**config.mk**
```make
export PLATFORM = sky130hd
export DESIGN_NAME = ssp_core
export DESIGN_NICKNAME = d
export VERILOG_FILES = /design/src/pkg/ssp_pkg.sv /design/src/rtl/ssp_core.sv /design/src/rtl/ssp_sync.sv /design/src/rtl/ssp_rate_div.sv
export SDC_FILE = /design/constraint.sdc
export NUM_CORES = 1
export LEC_CHECK = 0
export BUFFER_PORTS_ARGS = -buffer_cell sky130_fd_sc_hd__clkbuf_2
export CORE_MARGIN = 8
export CORE_UTILIZATION = 35
export CTS_CLUSTER_DIAMETER = 120
export CTS_CLUSTER_SIZE = 30
export DETAILED_ROUTE_END_ITERATION = 10
export GPL_TIMING_DRIVEN = 1
export PLACE_DENSITY = 0.62
export REMOVE_ABC_BUFFERS = 1
export SLEW_MARGIN = 40
export SYNTH_ARGS = -nofsm -noshare
export SYNTH_HDL_FRONTEND = slang
export SYNTH_HIERARCHICAL = 1
export SYNTH_SLANG_ARGS = --single-unit
```
**constraint.sdc**
```tcl
create_clock -name clk -period 3.2 [get_ports clk]
set_input_delay 0.16 -clock clk [delete_from_list [all_inputs] [get_ports clk]]
set_output_delay 0.16 -clock clk [all_outputs]
set_load 0.02 [all_outputs]
```
**src/pkg/ssp_pkg.sv**
```systemverilog
// Shared constants, field positions and carrier types of the synchronous serial port.
package ssp_pkg;

    // Register offsets on the byte-wide register port.
    localparam logic [7:0] SSP_DATA_OFS = 8'h31;
    localparam logic [7:0] SSP_CTRL_OFS = 8'h32;
    localparam logic [7:0] SSP_STAT_OFS = 8'h33;

    // Values after reset.
    localparam logic [7:0] SSP_DATA_RESET = 8'h00;
    localparam logic [7:0] SSP_CTRL_RESET = 8'h00;
    localparam logic [7:0] SSP_STAT_RESET = 8'h00;

    // Fields of serial_control.
    localparam int SSP_CTRL_IRQ_EN = 7;
    localparam int SSP_CTRL_PERIPH_EN = 6;
    localparam int SSP_CTRL_RATE2 = 5;
    localparam int SSP_CTRL_MASTER = 4;
    localparam int SSP_CTRL_POL = 3;
    localparam int SSP_CTRL_PHA = 2;
    localparam int SSP_CTRL_RATE1 = 1;
    localparam int SSP_CTRL_RATE0 = 0;

    // Fields of serial_control_status.
    localparam int SSP_STAT_DONE = 7;
    localparam int SSP_STAT_WRITE_COLLISION_FLAG = 6;
    localparam int SSP_STAT_OVR = 5;
    localparam int SSP_STAT_MODE_FAULT_FLAG = 4;
    localparam int SSP_STAT_SOD = 2;
    localparam int SSP_STAT_SSM = 1;
    localparam int SSP_STAT_SSI = 0;
    localparam logic [7:0] SSP_STAT_WR_MASK = 8'h07;

    // Transfer geometry.
    localparam logic [3:0] SSP_LAST_BIT = 4'h7;
    localparam logic [3:0] SSP_LAST_EDGE = 4'hF;

    // Master clock: half period in CPU cycles for the fastest rate (f/4).
    localparam logic [6:0] SSP_HALF_MIN = 7'h02;
    localparam logic [2:0] SSP_RATE_MAX = 3'h5;

    typedef enum {SSP_OFF, SSP_MASTER, SSP_SLAVE} ssp_role_e;

    typedef struct packed {
        logic sck;
        logic mosi;
        logic miso;
        logic ssN;
    } ssp_pin_in_s;

    typedef struct packed {
        logic sckOut;
        logic sckOe;
        logic mosiOut;
        logic mosiOe;
        logic misoOut;
        logic misoOe;
    } ssp_pin_out_s;

    // Six rates, f/4 up to f/128; the two spare codes fall back to the slowest.
    function automatic logic [6:0] ssp_half_period(input logic [2:0] rate);
        logic [2:0] r;
        r = (rate > SSP_RATE_MAX) ? SSP_RATE_MAX : rate;
        return SSP_HALF_MIN << r;
    endfunction : ssp_half_period

endpackage : ssp_pkg

```
**src/rtl/ssp_core.sv**
```systemverilog
// Synchronous serial port: register file, master and slave shift engine, status flags.
`timescale 1ns/1ps

module ssp_core (
    // Clock and reset.
    input wire logic clk,
    input wire logic rstn,
    // Register port.
    input wire logic [7:0] addr,
    input wire logic [7:0] wrData,
    input wire logic wrStb,
    input wire logic rdStb,
    output logic [7:0] rdData,
    // CPU interrupt mask and interrupt request.
    input wire logic cpuIrqMask,
    output logic irqReq,
    // Serial pins.
    input wire ssp_pkg::ssp_pin_in_s pinIn,
    output ssp_pkg::ssp_pin_out_s pinOut
);
    import ssp_pkg::*;

    ssp_pin_in_s pinSync;
    logic [7:0] ctrl_reg;
    logic [7:0] ctrl_next;
    logic [7:0] rxBuf_reg;
    logic [7:0] sr_reg;
    logic [7:0] sr_next;
    logic [7:0] rdData_reg;
    logic [3:0] bitCnt_reg;
    logic [3:0] edgeCnt_reg;
    logic doneFlag_reg;
    logic write_collision_flag_reg;
    logic ovr_reg;
    logic mode_fault_flag_reg;
    logic sod_reg;
    logic ssm_reg;
    logic ssi_reg;
    logic armed_reg;
    logic modfArmed_reg;
    logic mBusy_reg;
    logic mSampleDly_reg;
    logic mDoneDly_reg;
    logic txOut_reg;
    logic txOut_next;
    logic sckOut_reg;
    logic sckPrev_reg;
    logic mOe_reg;
    logic mosiOe_reg;
    logic sOe_reg;
    logic irq_reg;
    logic tick;
    ssp_role_e role;

    ssp_sync #(
        .WIDTH($bits(ssp_pin_in_s))
    ) u_sync (
        .clk(clk),
        .rstn(rstn),
        .d(pinIn),
        .q(pinSync)
    );

    // Register decode.
    wire selData = (addr == SSP_DATA_OFS);
    wire selCtrl = (addr == SSP_CTRL_OFS);
    wire selStat = (addr == SSP_STAT_OFS);
    wire dataWr = wrStb && selData;
    wire dataRd = rdStb && selData;
    wire ctrlWr = wrStb && selCtrl;
    wire statWr = wrStb && selStat;
    wire statAcc = (wrStb || rdStb) && selStat;

    // Control fields.
    wire irqEn = ctrl_reg[SSP_CTRL_IRQ_EN];
    wire periphEn = ctrl_reg[SSP_CTRL_PERIPH_EN];
    wire masterSel = ctrl_reg[SSP_CTRL_MASTER];
    wire pol = ctrl_reg[SSP_CTRL_POL];
    wire pha = ctrl_reg[SSP_CTRL_PHA];
    wire [2:0] rateSel = {ctrl_reg[SSP_CTRL_RATE2], ctrl_reg[SSP_CTRL_RATE1],
                          ctrl_reg[SSP_CTRL_RATE0]};

    // Slave select seen by the block: soft level or the synchronised pin.
    wire ssEffN = ssm_reg ? ssi_reg : pinSync.ssN;

    assign role = !periphEn ? SSP_OFF : (masterSel ? SSP_MASTER : SSP_SLAVE);
    wire isMaster = (role == SSP_MASTER);
    wire isSlave = (role == SSP_SLAVE);
    wire modeFault = isMaster && !ssEffN;

    ssp_rate_div u_div (
        .clk(clk),
        .rstn(rstn),
        .run(mBusy_reg),
        .rateSel(rateSel),
        .tick(tick)
    );

    // Master edges: even counts are leading edges, odd counts trailing.
    wire mLead = !edgeCnt_reg[0];
    wire mSample = tick && (mLead ^ pha);
    wire mUpdate = tick && !(mLead ^ pha);
    wire mDone = tick && (edgeCnt_reg == SSP_LAST_EDGE);

    // Slave edges from the synchronised clock; an f/2 clock still gives one
    // sample per level, which is why the slave cannot go any faster.
    wire sActive = isSlave && !ssEffN;
    wire sEdge = (pinSync.sck != sckPrev_reg);
    wire sLead = sEdge && (pinSync.sck != pol);
    wire sTrail = sEdge && (pinSync.sck == pol);
    wire sSample = sActive && (pha ? sTrail : sLead);
    wire sUpdate = sActive && (pha ? sLead : sTrail);
    wire sDone = sSample && (bitCnt_reg == SSP_LAST_BIT);

    // The master takes its sample one cycle after its sampling edge, and ends the byte
    // one cycle late to match: returned data reach the logic two cycles late through
    // the pin synchroniser, which at the fastest rate is the whole half period.
    wire doSample = mSampleDly_reg || sSample;
    wire doUpdate = mUpdate || sUpdate;
    wire xferDone = mDoneDly_reg || sDone;
    wire rxIn = isMaster ? pinSync.miso : pinSync.mosi;
    wire [7:0] rxByte = {sr_reg[6:0], rxIn};
    wire idle = !mBusy_reg && !sActive;

    // Data writes: blocked, colliding or accepted.
    wire busy = mBusy_reg || mDoneDly_reg || (sActive && (bitCnt_reg != 4'h0));
    wire blocked = doneFlag_reg && !armed_reg;
    wire wcolSet = dataWr && !blocked && busy;
    wire load = dataWr && !blocked && !busy;
    wire mStart = load && isMaster && !modeFault;

    // Flag clearing sequence: status access while set, then a data read, or a data write in slave mode.
    wire clrSeq = armed_reg && (dataRd || (isSlave && dataWr));
    wire modfClr = modfArmed_reg && ctrlWr;

    wire [7:0] statView = {doneFlag_reg, write_collision_flag_reg, ovr_reg, mode_fault_flag_reg, 1'b0,
                           sod_reg, ssm_reg, ssi_reg};
    wire [7:0] rdMux = selData ? rxBuf_reg :
                       selCtrl ? ctrl_reg :
                       selStat ? statView : 8'h00;

    always_comb begin
        ctrl_next = ctrlWr ? wrData : ctrl_reg;
        if (modeFault) begin
            ctrl_next[SSP_CTRL_MASTER] = 1'b0;
            ctrl_next[SSP_CTRL_PERIPH_EN] = 1'b0;
        end
    end

    always_comb begin
        if (load) begin
            sr_next = wrData;
        end else if (doSample) begin
            sr_next = rxByte;
        end else begin
            sr_next = sr_reg;
        end
    end

    // The out bit follows the shifter's MSB on update edges and while idle,
    // so a phase 0 slave has its MSB on the line as soon as select falls.
    always_comb begin
        if (load) begin
            txOut_next = wrData[7];
        end else if (doUpdate || idle) begin
            txOut_next = sr_reg[7];
        end else begin
            txOut_next = txOut_reg;
        end
    end

    always_ff @(posedge clk or negedge rstn) begin
        if (!rstn) begin
            ctrl_reg <= SSP_CTRL_RESET;
            sod_reg <= SSP_STAT_RESET[SSP_STAT_SOD];
            ssm_reg <= SSP_STAT_RESET[SSP_STAT_SSM];
            ssi_reg <= SSP_STAT_RESET[SSP_STAT_SSI];
            rdData_reg <= 8'h00;
        end else begin
            ctrl_reg <= ctrl_next;
            if (statWr) begin
                sod_reg <= wrData[SSP_STAT_SOD] & SSP_STAT_WR_MASK[SSP_STAT_SOD];
                ssm_reg <= wrData[SSP_STAT_SSM] & SSP_STAT_WR_MASK[SSP_STAT_SSM];
                ssi_reg <= wrData[SSP_STAT_SSI] & SSP_STAT_WR_MASK[SSP_STAT_SSI];
            end
            rdData_reg <= rdStb ? rdMux : 8'h00;
        end
    end

    // Shift engine.
    always_ff @(posedge clk or negedge rstn) begin
        if (!rstn) begin
            sr_reg <= SSP_DATA_RESET;
            txOut_reg <= 1'b0;
            sckPrev_reg <= 1'b0;
            bitCnt_reg <= 4'h0;
            edgeCnt_reg <= 4'h0;
            mBusy_reg <= 1'b0;
            mSampleDly_reg <= 1'b0;
            mDoneDly_reg <= 1'b0;
            sckOut_reg <= 1'b0;
        end else begin
            sr_reg <= sr_next;
            txOut_reg <= txOut_next;
            sckPrev_reg <= pinSync.sck;
            mSampleDly_reg <= mSample;
            mDoneDly_reg <= mDone && !modeFault;
            if (xferDone || idle) begin
                bitCnt_reg <= 4'h0;
            end else if (doSample) begin
                bitCnt_reg <= bitCnt_reg + 4'h1;
            end
            if (mStart) begin
                edgeCnt_reg <= 4'h0;
            end else if (tick) begin
                edgeCnt_reg <= edgeCnt_reg + 4'h1;
            end
            if (mStart) begin
                mBusy_reg <= 1'b1;
            end else if (mDone || modeFault || !isMaster) begin
                mBusy_reg <= 1'b0;
            end
            if (!mBusy_reg) begin
                sckOut_reg <= pol;
            end else if (tick) begin
                sckOut_reg <= !sckOut_reg;
            end
        end
    end

    // Status flags; a set in the same cycle as a clear wins.
    always_ff @(posedge clk or negedge rstn) begin
        if (!rstn) begin
            doneFlag_reg <= SSP_STAT_RESET[SSP_STAT_DONE];
            write_collision_flag_reg <= SSP_STAT_RESET[SSP_STAT_WRITE_COLLISION_FLAG];
            ovr_reg <= SSP_STAT_RESET[SSP_STAT_OVR];
            mode_fault_flag_reg <= SSP_STAT_RESET[SSP_STAT_MODE_FAULT_FLAG];
            armed_reg <= 1'b0;
            modfArmed_reg <= 1'b0;
            rxBuf_reg <= SSP_DATA_RESET;
        end else begin
            doneFlag_reg <= xferDone || (doneFlag_reg && !clrSeq);
            write_collision_flag_reg <= wcolSet || (write_collision_flag_reg && !clrSeq);
            ovr_reg <= (xferDone && doneFlag_reg) || (ovr_reg && !clrSeq);
            mode_fault_flag_reg <= modeFault || (mode_fault_flag_reg && !modfClr);
            armed_reg <= doneFlag_reg && !clrSeq && (armed_reg || statAcc);
            modfArmed_reg <= mode_fault_flag_reg && !modfClr && (modfArmed_reg || statAcc);
            // The shifter's next value holds the whole byte whichever edge samples last.
            if (xferDone && !doneFlag_reg) begin
                rxBuf_reg <= sr_next;
            end
        end
    end

    // Output drive; the serial output disable turns the port into receive only.
    always_ff @(posedge clk or negedge rstn) begin
        if (!rstn) begin
            mOe_reg <= 1'b0;
            sOe_reg <= 1'b0;
            mosiOe_reg <= 1'b0;
            irq_reg <= 1'b0;
        end else begin
            mOe_reg <= isMaster && !modeFault;
            sOe_reg <= sActive && !sod_reg;
            // The data drive has a flop of its own, so the pin needs no gate after it.
            // It follows a change of the disable bit one cycle late.
            mosiOe_reg <= isMaster && !modeFault && !sod_reg;
            irq_reg <= doneFlag_reg && irqEn && !cpuIrqMask;
        end
    end

    assign pinOut.sckOut = sckOut_reg;
    assign pinOut.sckOe = mOe_reg;
    assign pinOut.mosiOut = txOut_reg;
    assign pinOut.mosiOe = mosiOe_reg;
    assign pinOut.misoOut = txOut_reg;
    assign pinOut.misoOe = sOe_reg;
    assign rdData = rdData_reg;
    assign irqReq = irq_reg;
endmodule : ssp_core

```
**src/rtl/ssp_sync.sv**
```systemverilog
// Two-flop synchroniser for a group of pin inputs.
`timescale 1ns/1ps
module ssp_sync #(
    parameter int WIDTH = 4
) (
    // Clock and reset.
    input wire logic clk,
    input wire logic rstn,
    // Asynchronous inputs and their synchronised copies.
    input wire logic [WIDTH-1:0] d,
    output logic [WIDTH-1:0] q
);
    logic [WIDTH-1:0] meta_reg;

    always_ff @(posedge clk or negedge rstn) begin
        if (!rstn) begin
            meta_reg <= '0;
            q <= '0;
        end else begin
            meta_reg <= d;
            q <= meta_reg;
        end
    end
endmodule : ssp_sync

```
**src/rtl/ssp_rate_div.sv**
```systemverilog
// Master serial clock divider: one tick per half period of the selected rate.
`timescale 1ns/1ps
module ssp_rate_div (
    // Clock and reset.
    input wire logic clk,
    input wire logic rstn,
    // Control.
    input wire logic run,
    input wire logic [2:0] rateSel,
    // Half period tick.
    output logic tick
);
    import ssp_pkg::*;

    logic [6:0] cnt_reg;
    wire [6:0] halfLast = ssp_half_period(rateSel) - 7'h01;
    wire atEnd = (cnt_reg == halfLast);

    // The count restarts whenever the master is idle, so a new byte's first edge
    // always comes a full half period after the data write.
    always_ff @(posedge clk or negedge rstn) begin
        if (!rstn) begin
            cnt_reg <= 7'h00;
        end else if (!run || atEnd) begin
            cnt_reg <= 7'h00;
        end else begin
            cnt_reg <= cnt_reg + 7'h01;
        end
    end

    assign tick = run && atEnd;
endmodule : ssp_rate_div

```
==> results of run 1 <==
==> layout make-up <==
type                            count  area, um^2
Timing Repair Buffer               49         292
Clock buffer                       10         138
Fill cell                         959        5600
Tap cell                          133         166
Sequential cell                    74        1850
Multi-Input combinational cell    190        1460
Clock inverter                      6        90.1
Inverter                           11        41.3
==> how the worst max path moves through the flow <==
stage / startpoint / endpoint / slack [ns] / cells past startpoint
global route: ctrl_reg[5]$_DFFE_PN0P_ / txOut_reg$_DFFE_PN0P_ / 0.24 / 9
finish: ctrl_reg[5]$_DFFE_PN0P_ / txOut_reg$_DFFE_PN0P_ / 0.40 / 9
floorplan: ctrl_reg[5]$_DFFE_PN0P_ / txOut_reg$_DFFE_PN0P_ / 0.37 / 9
CTS: ctrl_reg[5]$_DFFE_PN0P_ / txOut_reg$_DFFE_PN0P_ / 0.40 / 9
global placement: ctrl_reg[5]$_DFFE_PN0P_ / txOut_reg$_DFFE_PN0P_ / 0.48 / 9
detailed placement: ctrl_reg[5]$_DFFE_PN0P_ / txOut_reg$_DFFE_PN0P_ / 0.42 / 9
==> timing repair <==
item	in CTS	in global routing
buffers inserted	0	0
hold buffers	6	0
hold endpoints to repair	79	0
==> through the flow <==
step	setup slack (ns)	area [um^2]	power, mW	util	cells
floorplan	0.371	3350	1.05	-	275
global placement	0.477	3750	1.11	0.389	451
detailed placement	0.418	3750	1.11	0.389	451
CTS	0.401	4040	1.93	0.419	473
global route	0.240	4040	2.00	0.419	473
finish	0.397	4040	1.92	0.419	473
==> placed cells by master (no fill, tap or decap), types with 5 or more instances in the layout <==
cell type      count
clkbuf_2          38
clkbuf_8          10
a22oi_1            7
nand3_1            6
o21ai_0           10
xnor2_1            8
dlygate4sd3_1      6
xor2_1             8
a21oi_1            8
ha_1               5
mux2_2            36
mux2i_1            8
inv_1             11
dfrtp_1           74
nor2_1            32
nand2_1           18
==> cell families (layout without fill, tap and decap cells) <==
kind of cell | after synthesis | after routing | synth area share
buf+inv | 23 | 76 | 0.0343
compound gates | 35 | 35 | 0.0690
simple gates | 86 | 86 | 0.138
flops | 74 | 74 | 0.540
mux | 48 | 48 | 0.159
xor+xnor | 16 | 16 | 0.0409
fa+ha+maj | 5 | 5 | 0.0182
==> where the power goes <==
part	switching (mW)	internal, mW	total [mW]	leakage [nW]
Sequential	0.0171	0.956	0.973	0.963
Combinational	0.0678	0.0551	0.123	0.831
Clock	0.358	0.462	0.820	0.112
Total	0.443	1.47	1.92	1.91
==> per-layer routing <==
| layer | vias up | global-route usage | share of wire |
|---|---|---|---|
| li1 | 1095 | - | - |
| met3 | 8 | 0.0336 | 0.055 |
| met4 | 0 | 0.0342 | 0.012 |
| met1 | 1171 | 0.156 | 0.45 |
| met5 | - | 0 | 0 |
| met2 | 46 | 0.194 | 0.48 |
==> impl_metrics.ini, run 1 <==
[run]
maxcap_viol_count = 0

[hold_path]
min_delay_worst_endpoint = sr_reg[3]$_DFF_PN0_
hp-start = wrData[3]
worstHoldPathType = in -> reg
hold_path_depth = 2

[die]
core-area_um2 = 9640
die_h_um = 115
number_of_core_rows = 36
floorplan.die_area_um2 = 13200
floorplan_die_width_um = 115
top_level_ports = 40
start_util = 0.356

[timing]
maxClockFrequency_mhz = 357
setup_viol_count_final = 0
fin_worst_hold_slack_ns = 0.0652
finalMaxSlewViolations = 0
setup_tns_final_ns = 0
finalCritPeriodShare = 0.876
clock-skew-final_ns = 0.00893
finalHoldViolCount = 0
max_slew.worst_pin.slew_ns = 0.722
slew_headroom = 0.517
grt_setup_unrepaired = no
post-route-min-period_ns = 2.80

[place]
gp_congestion = 0.761
dp_hpwl_um = 5370
placement.io_buffers = 39

[worst_setup_path]
timing.critical_path.required_ns = 3.43
cp_data_arrival_time_ns = 3.03
rr_worst_depth = 9
r2r_start = ctrl_reg[5]$_DFFE_PN0P_
critical-path-max-stage-delay_ns = 0.47
critPathMostFrequentCell = mux2_2
critical_path.cell_chain = or3_4 -> ha_1 -> xnor2_1 -> nor4b_1 -> o2111a_2 -> and2_1 -> a221oi_1 -> mux2_2 -> mux2_2
r2r_end = txOut_reg$_DFFE_PN0P_
cp-end-kind = flip-flop
start_kind = flip-flop
type_of_the_worst_setup_path = reg -> reg
crit_family = simple AND/OR/NAND/NOR gates
cp_max_fo = 8
worst_path_max_delay_cell = dfrtp_1
reg2reg_setup_slack_ns = 0.40
critical_path.n_buffers_inverters = 0

[synth]
async_flop_share = 1.00
synth_area_um2 = 3430
synth_top_flop_cell = dfrtp_1
synth-warning-count = 6
ys_top_cells_by_area = dfrtp_1 (54%), mux2_2 (12%), nor2_1 (3.5%)
post_synth.cell_area_avg_um2 = 11.9
post_synthesis_sequential_area_ratio = 0.540
synth_top_area_share = 0.540
synth_largest_area_cell = dfrtp_1
ys_types = 46
netlist_top_cells_count = dfrtp_1 (74), mux2_2 (36), nor2_1 (32)
synth.most_common_cell = dfrtp_1
synth-seq-cells = 74
post_synth_inst_count = 287
synth-edff-count = 0

[routing]
post-route-drc-count = 0
route.detailed.wl_per_inst_um = 15.8
ant_nets = 0
detail_route.iter0.violations = 126
avgViaCountPerCell = 4.90
routed_wirelength_um = 7450
total_number_of_vias = 2320
detailed_router_iteration_count_before_antenna_repair = 4

[cts]
clock_tree_root = clkbuf_8
clock_path_buffers = 2
cts_resized = 0
tritoncts = yes
clkSlewWorstSetupHoldPaths_ns = 0.08
cts_buf_count = 9
htree_levels = 3
clkLatencyLatePin_ns = 0.35
tritoncts_num_sinks = 74

[global_routing]
grt_max_degree = 75
grt_util_all_layers = 0.121
grt_pass1_wl_um = 12300
grt_overflow = 0
antenna_found_initial = 0
vias_in_the_first_global_route = 2395

[outcome]
status = finished clean

[power]
leakagePower_nw = 1.91
p_per_area_nw_per_um2 = 474
peakVddDrop_mv = 0.232

[layout]
insertedDiodeCount = 0
flow.area_growth_from_synthesis_pct = 17.8
drive_above_1_share = 0.326
final_nets = 365
Power figures use the tool's default switching activity.
==> run 2, diff against run 1 <==
Settings changed: BUFFER_PORTS_ARGS -buffer_cell sky130_fd_sc_hd__clkbuf_2 to default, DONT_BUFFER_PORTS from default to 1, PLACE_DENSITY 0.62 to 0.59.
==> run 2 against run 1 <==
Against the previous run: worst setup slack better by 0.019 ns; sequential cell count unchanged; global-route usage increased by 0.12 points; power decreased by 9.5%; sequential share of layout area is 1.6 points higher; hold slack worse by 0.052 ns; critical path type unchanged.
==> impl_metrics.ini, run 2 (same netlist as run 1, synthesis figures left out) <==
[layout]
insertedDiodeCount = 0
fillCellCount = 922
flow.area_growth_from_synthesis_pct = 13.9
mostFrequentLayoutCell = dfrtp_1
final_nets = 336
final_cell_mix = dfrtp_1 (74), mux2_2 (36), nor2_1 (32)
multiInputGateArea_um2 = 1460
drive_above_1_share = 0.235
layout.area.seq_um2 = 1850

[cts]
clock_tree_root = clkbuf_8
htree_levels = 3
cts_buf_count = 9
post-cts-setup-buffers = 0
tritoncts_num_sinks = 74
holdBufCountCts = 16
cts_resized = 0
clkSlewWorstSetupHoldPaths_ns = 0.08
clkLatencyLatePin_ns = 0.34
tritoncts = yes
clock_path_buffers = 2

[place]
detailedPlace.worstSlack_ns = 0.423
gp_congestion = 0.785
placement.io_buffers = 0
dp_hpwl_um = 5240

[die]
start_util = 0.356
number_of_core_rows = 36
die_h_um = 115
floorplan.die_area_um2 = 13200
core-area_um2 = 9640
floorplan_die_width_um = 115
top_level_ports = 40

[worst_setup_path]
cp-end-kind = flip-flop
critPathMostFrequentCell = mux2_2
reg2reg_setup_slack_ns = 0.42
r2r_start = ctrl_reg[5]$_DFFE_PN0P_
cp_max_fo = 8
type_of_the_worst_setup_path = reg -> reg
critical-path-max-stage-delay_ns = 0.47
start_kind = flip-flop
worst_path_max_delay_cell = dfrtp_1
cp_data_arrival_time_ns = 3.01
critical_path.n_buffers_inverters = 0
critical_path.cell_chain = or3_4 -> ha_1 -> xnor2_1 -> nor4b_1 -> o2111a_2 -> and2_1 -> a221oi_1 -> mux2_2 -> mux2_2
crit_family = simple AND/OR/NAND/NOR gates
rr_worst_depth = 9
timing.critical_path.required_ns = 3.43
r2r_end = txOut_reg$_DFFE_PN0P_

[routing]
ant_nets = 0
post-route-drc-count = 0
avgViaCountPerCell = 4.98
total_number_of_vias = 2212
detailed_router_iteration_count_before_antenna_repair = 4
routed_wirelength_um = 7380
route.detailed.wl_per_inst_um = 16.6
detail_route.iter0.violations = 141

[run]
maxcap_viol_count = 0

[global_routing]
grt_pass1_wl_um = 12300
grt_overflow = 0
grt_max_degree = 75
grt_util_all_layers = 0.122
vias_in_the_first_global_route = 2306
antenna_found_initial = 0

[timing]
finalHoldViolCount = 0
setup_tns_final_ns = 0
slew_headroom = 0.501
postLayoutSetupSlackWorst_ns = 0.416
setup_viol_count_final = 0
clock-skew-final_ns = 0.00796
maxClockFrequency_mhz = 359
finalMaxSlewViolations = 0
finalCritPeriodShare = 0.870
grt_setup_unrepaired = no
max_slew.worst_pin.slew_ns = 0.746
post-route-min-period_ns = 2.78

[hold_path]
min_delay_worst_endpoint = rdData[5]$_DFF_PN0_
worstHoldPathType = in -> reg
hold_path_depth = 2
hp-start = addr[0]

[power]
peakVddDrop_mv = 0.244
leakagePower_nw = 1.76
p_per_area_nw_per_um2 = 444
design_power_total_mw = 1.73

[outcome]
status = finished clean
## run 2: changes by cell type in the layout (fill, tap and decap cells not counted)
cell           before  now
clkinv_4            2    1
bufinv_16           2    0
clkbuf_2           38    0
dlygate4sd3_1       6   15
clkbuf_8           10    9
clkinvlp_4          1    3
buf_16              0    1
inv_6               0    2
buf_6               1    0
## run 2: layout make-up
class / instances / area share
Sequential cell: 74 / 0.474
Multi-Input combinational cell: 190 / 0.374
Timing Repair Buffer: 20 / 0.0532
Tap cell: 133 / 0.0426
Clock buffer: 9 / 0.0317
Clock inverter: 7 / 0.0138
Inverter: 11 / 0.0106
## run 2: metal layers
layer,part of all wire,GRT usage
met5,0,0
met4,0.022,0.0508
met3,0.064,0.0410
met2,0.46,0.184
met1,0.45,0.157
## run 2: power breakdown
part / switching, mW / internal [mW] / leakage [nW]
Clock: 0.362 / 0.286 / 0.0822
Sequential: 0.0195 / 0.956 / 0.963
Combinational: 0.0566 / 0.0543 / 0.710
Total: 0.438 / 1.30 / 1.76
## run 2: per-stage QoR
stage               std cells   util  instance area (um^2)  hold WS (ns)
finish                    444  0.405                  3900        0.0136
global route              444  0.405                  3900       0.00252
CTS                       444  0.405                  3900      0.000574
detailed placement        412  0.368                  3550        -0.133
global placement          412  0.368                  3550        -0.133
floorplan                 275      -                  3350        -0.136
## run 2: how the worst max path moves through the flow
stage                                  from                     to  slack (ns)  depth (start not counted)
detailed placement  ctrl_reg[5]$_DFFE_PN0P_  txOut_reg$_DFFE_PN0P_        0.42                          9
finish              ctrl_reg[5]$_DFFE_PN0P_  txOut_reg$_DFFE_PN0P_        0.42                          9
global placement    ctrl_reg[5]$_DFFE_PN0P_  txOut_reg$_DFFE_PN0P_        0.47                          9
global route        ctrl_reg[5]$_DFFE_PN0P_  txOut_reg$_DFFE_PN0P_        0.21                          9
CTS                 ctrl_reg[5]$_DFFE_PN0P_  txOut_reg$_DFFE_PN0P_        0.40                          9
floorplan           ctrl_reg[5]$_DFFE_PN0P_  txOut_reg$_DFFE_PN0P_        0.37                          9
